File: src/rtl/rpc_pkg.sv
// Package of constants and types for the cascaded RGB PWM driver
package rpc_pkg;
   // Clock rate and idle threshold
   localparam int unsigned CLK_MHZ        = 250;
   localparam int unsigned IDLE_TIME_US   = 500;
   localparam int unsigned IDLE_CYCLES    = IDLE_TIME_US * CLK_MHZ + 1;
   localparam int unsigned IDLE_CNT_W     = 18;
   // Frame layout
   localparam int unsigned CHAN_BITS      = 8;
   localparam int unsigned CHAN_COUNT     = 3;
   localparam int unsigned FRAME_BITS     = CHAN_BITS * CHAN_COUNT;
   localparam int unsigned RED_POS        = 16;
   localparam int unsigned GREEN_POS      = 8;
   localparam int unsigned BLUE_POS       = 0;
   localparam int unsigned BIT_CNT_W      = 5;
   // Free-running PWM step divider (one step every PWM_DIV cycles)
   // A short step keeps the period at 1024 cycles; raise it for a slower
   // refresh, since nothing on the link depends on the step length
   localparam int unsigned PWM_DIV        = 4;
   localparam int unsigned PWM_DIV_W      = 9;
   // Values after reset, and the frame FIFO depth
   localparam logic [7:0]  GRAY_RESET     = 8'h00;
   localparam int unsigned FIFO_DEPTH     = 4;

   // One latched frame of gray levels
   typedef struct packed {
      logic [7:0] red;
      logic [7:0] green;
      logic [7:0] blue;
   } rpc_gray_s;

   // Receiver state
   typedef enum logic [0:0] {
      RX_SHIFT,
      RX_RELAY
   } rpc_rx_e;
endpackage : rpc_pkg

File: src/rtl/rpc_fifo.sv
// Small valid/ready FIFO that carries latched frames to the PWM stage
module rpc_fifo #(
   parameter int unsigned WIDTH = 24,
   parameter int unsigned DEPTH = 4
) (
   input  wire logic             clock,
   input  wire logic             rstn,
   input  wire logic [WIDTH-1:0] in_data,
   input  wire logic             in_valid,
   output logic                  in_ready,
   output logic      [WIDTH-1:0] out_data,
   output logic                  out_valid,
   input  wire logic             out_ready
);
   localparam int unsigned AW = $clog2(DEPTH);

   logic [WIDTH-1:0] mem_reg [DEPTH];
   logic [AW-1:0]    wr_reg;
   logic [AW-1:0]    rd_reg;
   logic [AW:0]      cnt_reg;
   logic [WIDTH-1:0] out_reg;
   logic             vld_reg;

   wire push     = in_valid && in_ready;
   wire pop      = vld_reg && out_ready;
   wire have     = cnt_reg != '0;
   // Refill the output register when empty or being drained
   wire load     = have && (!vld_reg || pop);
   wire [AW:0] one = {{AW{1'b0}}, 1'b1};

   assign in_ready  = cnt_reg != (AW+1)'(DEPTH);
   assign out_data  = out_reg;
   assign out_valid = vld_reg;

   // Storage; read data leaves through a register
   always_ff @(posedge clock) begin
      if (push) begin
         mem_reg[wr_reg] <= in_data;
      end
   end

   // Pointers and fill count
   always_ff @(posedge clock) begin
      if (!rstn) begin
         wr_reg  <= '0;
         rd_reg  <= '0;
         cnt_reg <= '0;
         vld_reg <= 1'b0;
         out_reg <= '0;
      end else begin
         if (push) begin
            wr_reg <= AW'(wr_reg + 1'b1);
         end
         if (load) begin
            rd_reg  <= AW'(rd_reg + 1'b1);
            out_reg <= mem_reg[rd_reg];
         end
         if (load) begin
            vld_reg <= 1'b1;
         end else if (pop) begin
            vld_reg <= 1'b0;
         end
         cnt_reg <= cnt_reg + (push ? one : '0) - (load ? one : '0);
      end
   end
endmodule : rpc_fifo

File: src/rtl/rpc_driver.sv
// Cascadable three-channel gray-scale PWM driver with serial input
// How it works
// - Serial clock low for more than 500 us resets the receiver and latches the frame.
// - After 24 rising clock edges the block relays clock and data to the next device.
// - A frame is three 8-bit gray words, 24 bits in all, one per channel.
// - Bits arrive MSB first, red MSB first and blue LSB last.
// - Each channel duty cycle is its gray value over 256.
// - Zero keeps a channel off; all ones keeps it on for 255 of 256 steps.
// - Polarity select low inverts all three drives; high keeps them normal.
// - New gray values reach the comparators only at the end of a PWM period.
module rpc_driver (
   input  wire logic clock,
   input  wire logic rstn,
   input  wire logic serial_clock_in,
   input  wire logic serial_data_in,
   input  wire logic polarity_select,
   output logic      serial_data_out,
   output logic      buffered_clock_out,
   output logic      red_channel_drive,
   output logic      green_channel_drive,
   output logic      blue_channel_drive,
   output logic      frame_overflow
);
   import rpc_pkg::*;

   // Synchronisers: first stage read only by second stage
   logic [1:0] ck_sync_reg;
   logic [1:0] dt_sync_reg;
   logic [1:0] pol_sync_reg;
   logic       ck_last_reg;

   always_ff @(posedge clock) begin
      if (!rstn) begin
         ck_sync_reg  <= 2'h0;
         dt_sync_reg  <= 2'h0;
         pol_sync_reg <= 2'h3;
         ck_last_reg  <= 1'b0;
      end else begin
         ck_sync_reg  <= {ck_sync_reg[0], serial_clock_in};
         dt_sync_reg  <= {dt_sync_reg[0], serial_data_in};
         pol_sync_reg <= {pol_sync_reg[0], polarity_select};
         ck_last_reg  <= ck_sync_reg[1];
      end
   end

   wire ck_s    = ck_sync_reg[1];
   wire dt_s    = dt_sync_reg[1];
   wire pol_s   = pol_sync_reg[1];
   wire ck_rise = ck_s && !ck_last_reg;

   // Receiver: shift register, bit count, idle timer
   rpc_rx_e                 rx_state_reg;
   rpc_rx_e                 rx_state_next;
   logic [FRAME_BITS-1:0]   shift_reg;
   logic [BIT_CNT_W-1:0]    bit_cnt_reg;
   logic [IDLE_CNT_W-1:0]   idle_cnt_reg;
   logic                    latched_reg;

   wire idle_hit  = idle_cnt_reg == IDLE_CNT_W'(IDLE_CYCLES);
   // Latch once per idle period and only if some bits arrived
   wire do_latch  = idle_hit && !latched_reg && bit_cnt_reg != '0;
   wire frame_full = bit_cnt_reg == BIT_CNT_W'(FRAME_BITS);
   wire shifting  = rx_state_reg == RX_SHIFT && ck_rise;

   // Relay starts once the 24th clock is low again, so the high tail of
   // that clock is never passed on as a false edge to the next device
   always_comb begin
      rx_state_next = rx_state_reg;
      unique case (rx_state_reg)
         RX_SHIFT: begin
            if (frame_full && !ck_s) begin
               rx_state_next = RX_RELAY;
            end
         end
         RX_RELAY: begin
            rx_state_next = RX_RELAY;
         end
      endcase
      if (idle_hit) begin
         rx_state_next = RX_SHIFT;
      end
   end

   // Idle timer counts while the clock stays low, saturating
   always_ff @(posedge clock) begin
      if (!rstn) begin
         idle_cnt_reg <= '0;
         latched_reg  <= 1'b0;
      end else begin
         if (ck_s) begin
            idle_cnt_reg <= '0;
            latched_reg  <= 1'b0;
         end else if (!idle_hit) begin
            idle_cnt_reg <= IDLE_CNT_W'(idle_cnt_reg + 1'b1);
         end else begin
            latched_reg  <= 1'b1;
         end
      end
   end

   // Shift in MSB first; red enters first, blue LSB last
   always_ff @(posedge clock) begin
      if (!rstn) begin
         rx_state_reg <= RX_SHIFT;
         shift_reg    <= '0;
         bit_cnt_reg  <= '0;
      end else begin
         rx_state_reg <= rx_state_next;
         if (idle_hit) begin
            bit_cnt_reg <= '0;
         end else if (shifting) begin
            shift_reg   <= {shift_reg[FRAME_BITS-2:0], dt_s};
            bit_cnt_reg <= BIT_CNT_W'(bit_cnt_reg + 1'b1);
         end
      end
   end

   // Relay outputs follow the synchronised inputs while relaying
   always_ff @(posedge clock) begin
      if (!rstn) begin
         serial_data_out    <= 1'b0;
         buffered_clock_out <= 1'b0;
      end else begin
         serial_data_out    <= rx_state_reg == RX_RELAY && dt_s;
         buffered_clock_out <= rx_state_reg == RX_RELAY && ck_s;
      end
   end

   // Frame unpacking: green holds the middle byte
   rpc_gray_s frame_in;
   assign frame_in.red   = shift_reg[RED_POS +: CHAN_BITS];
   assign frame_in.green = shift_reg[GREEN_POS +: CHAN_BITS];
   assign frame_in.blue  = shift_reg[BLUE_POS +: CHAN_BITS];

   // Frame FIFO; a full FIFO drops the frame and flags it
   logic      fifo_in_ready;
   logic [FRAME_BITS-1:0] fifo_out_data;
   logic      fifo_out_valid;
   wire       period_end;

   rpc_fifo #(
      .WIDTH (FRAME_BITS),
      .DEPTH (FIFO_DEPTH)
   ) u_fifo (
      .clock     (clock),
      .rstn      (rstn),
      .in_data   (frame_in),
      .in_valid  (do_latch),
      .in_ready  (fifo_in_ready),
      .out_data  (fifo_out_data),
      .out_valid (fifo_out_valid),
      .out_ready (period_end)
   );

   // Sticky overflow until reset: a latched frame the FIFO refused
   always_ff @(posedge clock) begin
      if (!rstn) begin
         frame_overflow <= 1'b0;
      end else if (do_latch && !fifo_in_ready) begin
         frame_overflow <= 1'b1;
      end
   end

   // PWM step enable from a divider; steps run free of the link
   logic [PWM_DIV_W-1:0] div_reg;
   logic [7:0]           step_reg;
   wire                  step_en = div_reg == PWM_DIV_W'(PWM_DIV - 1);

   always_ff @(posedge clock) begin
      if (!rstn) begin
         div_reg  <= '0;
         step_reg <= 8'h00;
      end else begin
         div_reg <= step_en ? '0 : PWM_DIV_W'(div_reg + 1'b1);
         if (step_en) begin
            step_reg <= step_reg + 8'h01;
         end
      end
   end

   // Period ends on the last step; the FIFO drains only here
   assign period_end = step_en && step_reg == 8'hFF;

   rpc_gray_s active_reg;
   rpc_gray_s active_next;
   assign active_next = (period_end && fifo_out_valid) ?
                        rpc_gray_s'(fifo_out_data) : active_reg;

   always_ff @(posedge clock) begin
      if (!rstn) begin
         active_reg <= {GRAY_RESET, GRAY_RESET, GRAY_RESET};
      end else begin
         active_reg <= active_next;
      end
   end

   // Comparators: on while step below gray, so 0 is off, FF is 255/256
   wire [CHAN_COUNT-1:0] on_raw;
   wire [CHAN_COUNT-1:0] on_drv;
   wire [FRAME_BITS-1:0] act_bits = active_next;

   genvar ch;
   generate
      for (ch = 0; ch < CHAN_COUNT; ch++) begin : g_cmp
         // Step is the one about to show, keeping drive aligned to load
         assign on_raw[ch] = (step_en ? step_reg + 8'h01 : step_reg) <
                             act_bits[ch*CHAN_BITS +: CHAN_BITS];
         assign on_drv[ch] = on_raw[ch] ^ !pol_s;
      end
   endgenerate

   // Drive outputs registered
   always_ff @(posedge clock) begin
      if (!rstn) begin
         red_channel_drive   <= 1'b0;
         green_channel_drive <= 1'b0;
         blue_channel_drive  <= 1'b0;
      end else begin
         red_channel_drive   <= on_drv[2];
         green_channel_drive <= on_drv[1];
         blue_channel_drive  <= on_drv[0];
      end
   end
endmodule : rpc_driver

File: config.mk
export PLATFORM = sky130hd
export DESIGN_NAME = rpc_driver
export DESIGN_NICKNAME = d
export VERILOG_FILES = /design/src/rtl/rpc_pkg.sv /design/src/rtl/rpc_fifo.sv /design/src/rtl/rpc_driver.sv
export SDC_FILE = /design/constraint.sdc
export NUM_CORES = 1
export LEC_CHECK = 0
export ABC_CLOCK_PERIOD_IN_PS = 9000
export BUFFER_PORTS_ARGS = -buffer_cell sky130_fd_sc_hd__buf_2
export CORE_ASPECT_RATIO = 2
export CORE_MARGIN = 4
export CORE_UTILIZATION = 40
export CTS_BUF_LIST = sky130_fd_sc_hd__clkbuf_8 sky130_fd_sc_hd__clkbuf_16
export DETAILED_ROUTE_END_ITERATION = 8
export SETUP_SLACK_MARGIN = 0.4
export SYNTH_ARGS = -nofsm -noshare
export SYNTH_HDL_FRONTEND = slang
export SYNTH_SLANG_ARGS = --single-unit
File: constraint.sdc
create_clock -name clock -period 9 [get_ports clock]
set_clock_uncertainty 0.2 [all_clocks]
set_input_delay 1.35 -clock clock [delete_from_list [all_inputs] [get_ports clock]]
set_output_delay 1.35 -clock clock [all_outputs]
set_load 0.005 [all_outputs]
==> reports/results.ini <==
[detailed_routing]
wl_per_cell_um = 17.0
viasPerCell = 5.29
dr_total_vias = 5448
wl_mm = 17.5
drc = 0
postRouteAntennaNets = 0
drtPass1Iterations = 4
first_iter_violations = 379

[critical_path]
crit_path_end_kind = flop
cp-start-kind = flop
slowest_delay_ps = 400
cp_top_family = simple AND/OR/NAND/NOR gates
r2r_slack_ps = 5360
cp_max_fo = 24
worstReg2RegEnd = green_channel_drive$_SDFF_PN0_
r2r_start = div_reg[0]$_SDFF_PP0_
cp_cell_sequence = ha_1 > nor4b_2 > and4_1 > buf_4 > mux2i_1 > ha_1 > and4_1 > a21oi_1 > nand3_1 > o31ai_1 > mux2i_1
worst-path-buf-inv = 1
worstRegToRegCells = 11
crit_slowest_cell = dfxtp_1
crit_type = reg2reg
crit_arrival_ps = 3880
cp.required_ps = 9240

[floorplan]
io_pins = 11
die_y_um = 223
rows = 78
dieWidth_um = 115
core_area_um2 = 22700
start_util = 0.406
dieArea_um2 = 25700

[power_and_ir_drop]
peakVddDrop_uv = 140
power_density_nw_per_um2 = 238
power.leakage_nw = 3.71

[clock_tree]
cts_hold_buf = 0
clock_latency_ps = 510
cts_tree = done
htreeDepth = 1
ctsRootBufferMaster = clkbuf_16
cts_buffers = 21
postCtsSetupRepairBufs = 0
clkSlewWorstSetupHoldPaths_ps = 70
clock_path_buffers = 3
clock_sinks = 231
ctsResizeCount = 0

[layout]
final_cell_mix = 135 x dfxtp_1, 96 x edfxtp_1, 90 x nor2_1
post_route_cells_drive_above_1_share = 0.112
areaGrowthSynthToFinish_pct = 10.7
fin_area_um2 = 10200
diodes = 0
largest_reg_flops = 96
stdcell_count = 1030
nets = 774
final_common_cell = dfxtp_1
fin_util = 0.449

[grt]
grt_pass1_wl_mm = 29.2
grt_usage = 0.140
grt_pass1_vias = 5840
antenna_found_initial = 0
grt-ovfl-total = 0
grt_max_degree = 80

[yosys]
ys_types = 48
syn-cell-area_um2 = 9220
synth_edf_count = 96
yosys_most_used_dff = dfxtp_1
yosysWarnings = 0
ys_ff_latch = 231
synth_async_sr_flop_share = 0
avgSynthCellArea_um2 = 12.6
ys_seq_area_frac = 0.606
syn_inst = 731
syn-num-nets = 770

[placed_design]
placed_cells = 992
gp_congestion = 0.844
io_buffers = 10
placed_area_um2 = 9500
hpwlAfterDp_mm = 11.9

[sta]
min_period_ps = 3640
rsz0062_at_grt = false
fin_crit_sh = 0.405
worst_pin_slew_ps = 1130
setup_violations = 0
fin_tns_setup_ps = 0
maxSlewViolCount = 0
slew_headroom = 0.247
final_hold_viol_count = 0
clock.fmax_mhz = 275

[min_path]
hp-start = pol_sync_reg[0]$_SDFF_PN1_
worstHoldPathCells = 1
min_path_type = reg2reg
hold_end = pol_sync_reg[1]$_SDFF_PN1_

[run_status]
status = finished, final reports clean

[run]
max-cap-violations = 0

-- per-stage QoR --
step | hold slack [ps] | total power [mW] | setup WS, ps
floorplan | 186 | 1.47 | 5790
global placement | 187 | 1.54 | 5540
detailed placement | 200 | 1.56 | 5410
CTS | 214 | 2.46 | 5370
global route | 220 | 2.54 | 5150
finish | 211 | 2.43 | 5360
-- worst register-to-register path: stages (launching register included) --
cell and delay (ps):
dfxtp_1 400, ha_1 280, nor4b_2 340, and4_1 240
buf_4 370, mux2i_1 440, ha_1 320, and4_1 200
a21oi_1 190, nand3_1 100, o31ai_1 270, mux2i_1 230
-- final cells by class --
class	instances	area, µm²
Inverter	13	48.8
Tap cell	280	350
Timing Repair Buffer	15	87.6
Clock inverter	15	150
Sequential cell	231	5590
Multi-Input combinational cell	453	3430
Fill cell	2041	12500
Clock buffer	23	553
-- synth_stat cells (2+ instances only) --
library cell  number  area (µm²)
dfxtp_1          135        2700
edfxtp_1          96        2880
nor2_1            90         338
mux2i_1           53         531
nand3_1           44         220
a21oi_1           35         175
ha_1              33         413
o21ai_0           28         140
mux4_2            24         541
clkbuf_1          21        78.8
xor2_1            18         158
and2_1            17         106
nand2_1           17        63.8
xnor2_1           16         140
inv_1             12        45.0
nand4_1            9        56.3
buf_2              8        40.0
nor3_1             8        40.0
and3_1             7        43.8
and4_1             7        61.3
o211ai_1           6        45.0
nand2b_1           5        31.3
and2_2             4        30.0
o21a_1             4        30.0
or3_1              4        25.0
a211o_1            3        26.3
o31ai_1            3        22.5
buf_1              2        7.51
buf_6              2        22.5
nor4_1             2        12.5
-- cells by family (layout without fill, tap and decap cells) --
group	Yosys count	count (layout)	synth area share
muxes	78	78	0.117
DFF	231	231	0.606
and+or+nand+nor	223	223	0.122
adders and majority gates	34	34	0.0469
buffers and inverters	47	66	0.0229
xor gates and xnor gates	34	34	0.0323
AOI/OAI and AO/OA	84	84	0.0525
-- worst max path at each step --
stage,startpoint,end,slack (ps),depth (start not counted)
after detailed placement,div_reg[0]$_SDFF_PP0_,green_channel_drive$_SDFF_PN0_,5410,11
after CTS,div_reg[0]$_SDFF_PP0_,green_channel_drive$_SDFF_PN0_,5370,11
final,div_reg[0]$_SDFF_PP0_,green_channel_drive$_SDFF_PN0_,5360,11
after global routing,div_reg[0]$_SDFF_PP0_,green_channel_drive$_SDFF_PN0_,5150,11
after global placement,div_reg[0]$_SDFF_PP0_,red_channel_drive$_SDFF_PN0_,5540,11
after floorplan,div_reg[0]$_SDFF_PP0_,blue_channel_drive$_SDFF_PN0_,5790,12
-- routing by layer --
layer  GRT usage  part of all wire  vias up
met2       0.277              0.58       57
met3      0.0144             0.019       35
met5           0                 0        -
met1       0.144              0.37     2701
met4      0.0546             0.032        0
li1            -                 -     2655
-- where the power goes --
part	internal [mW]	switching, mW	leakage [nW]
logic	0.151	0.204	1.36
clock network	0.529	0.371	0.362
registers	1.14	0.0336	1.98
total	1.82	0.609	3.71
Power figures use the tool's default switching activity.
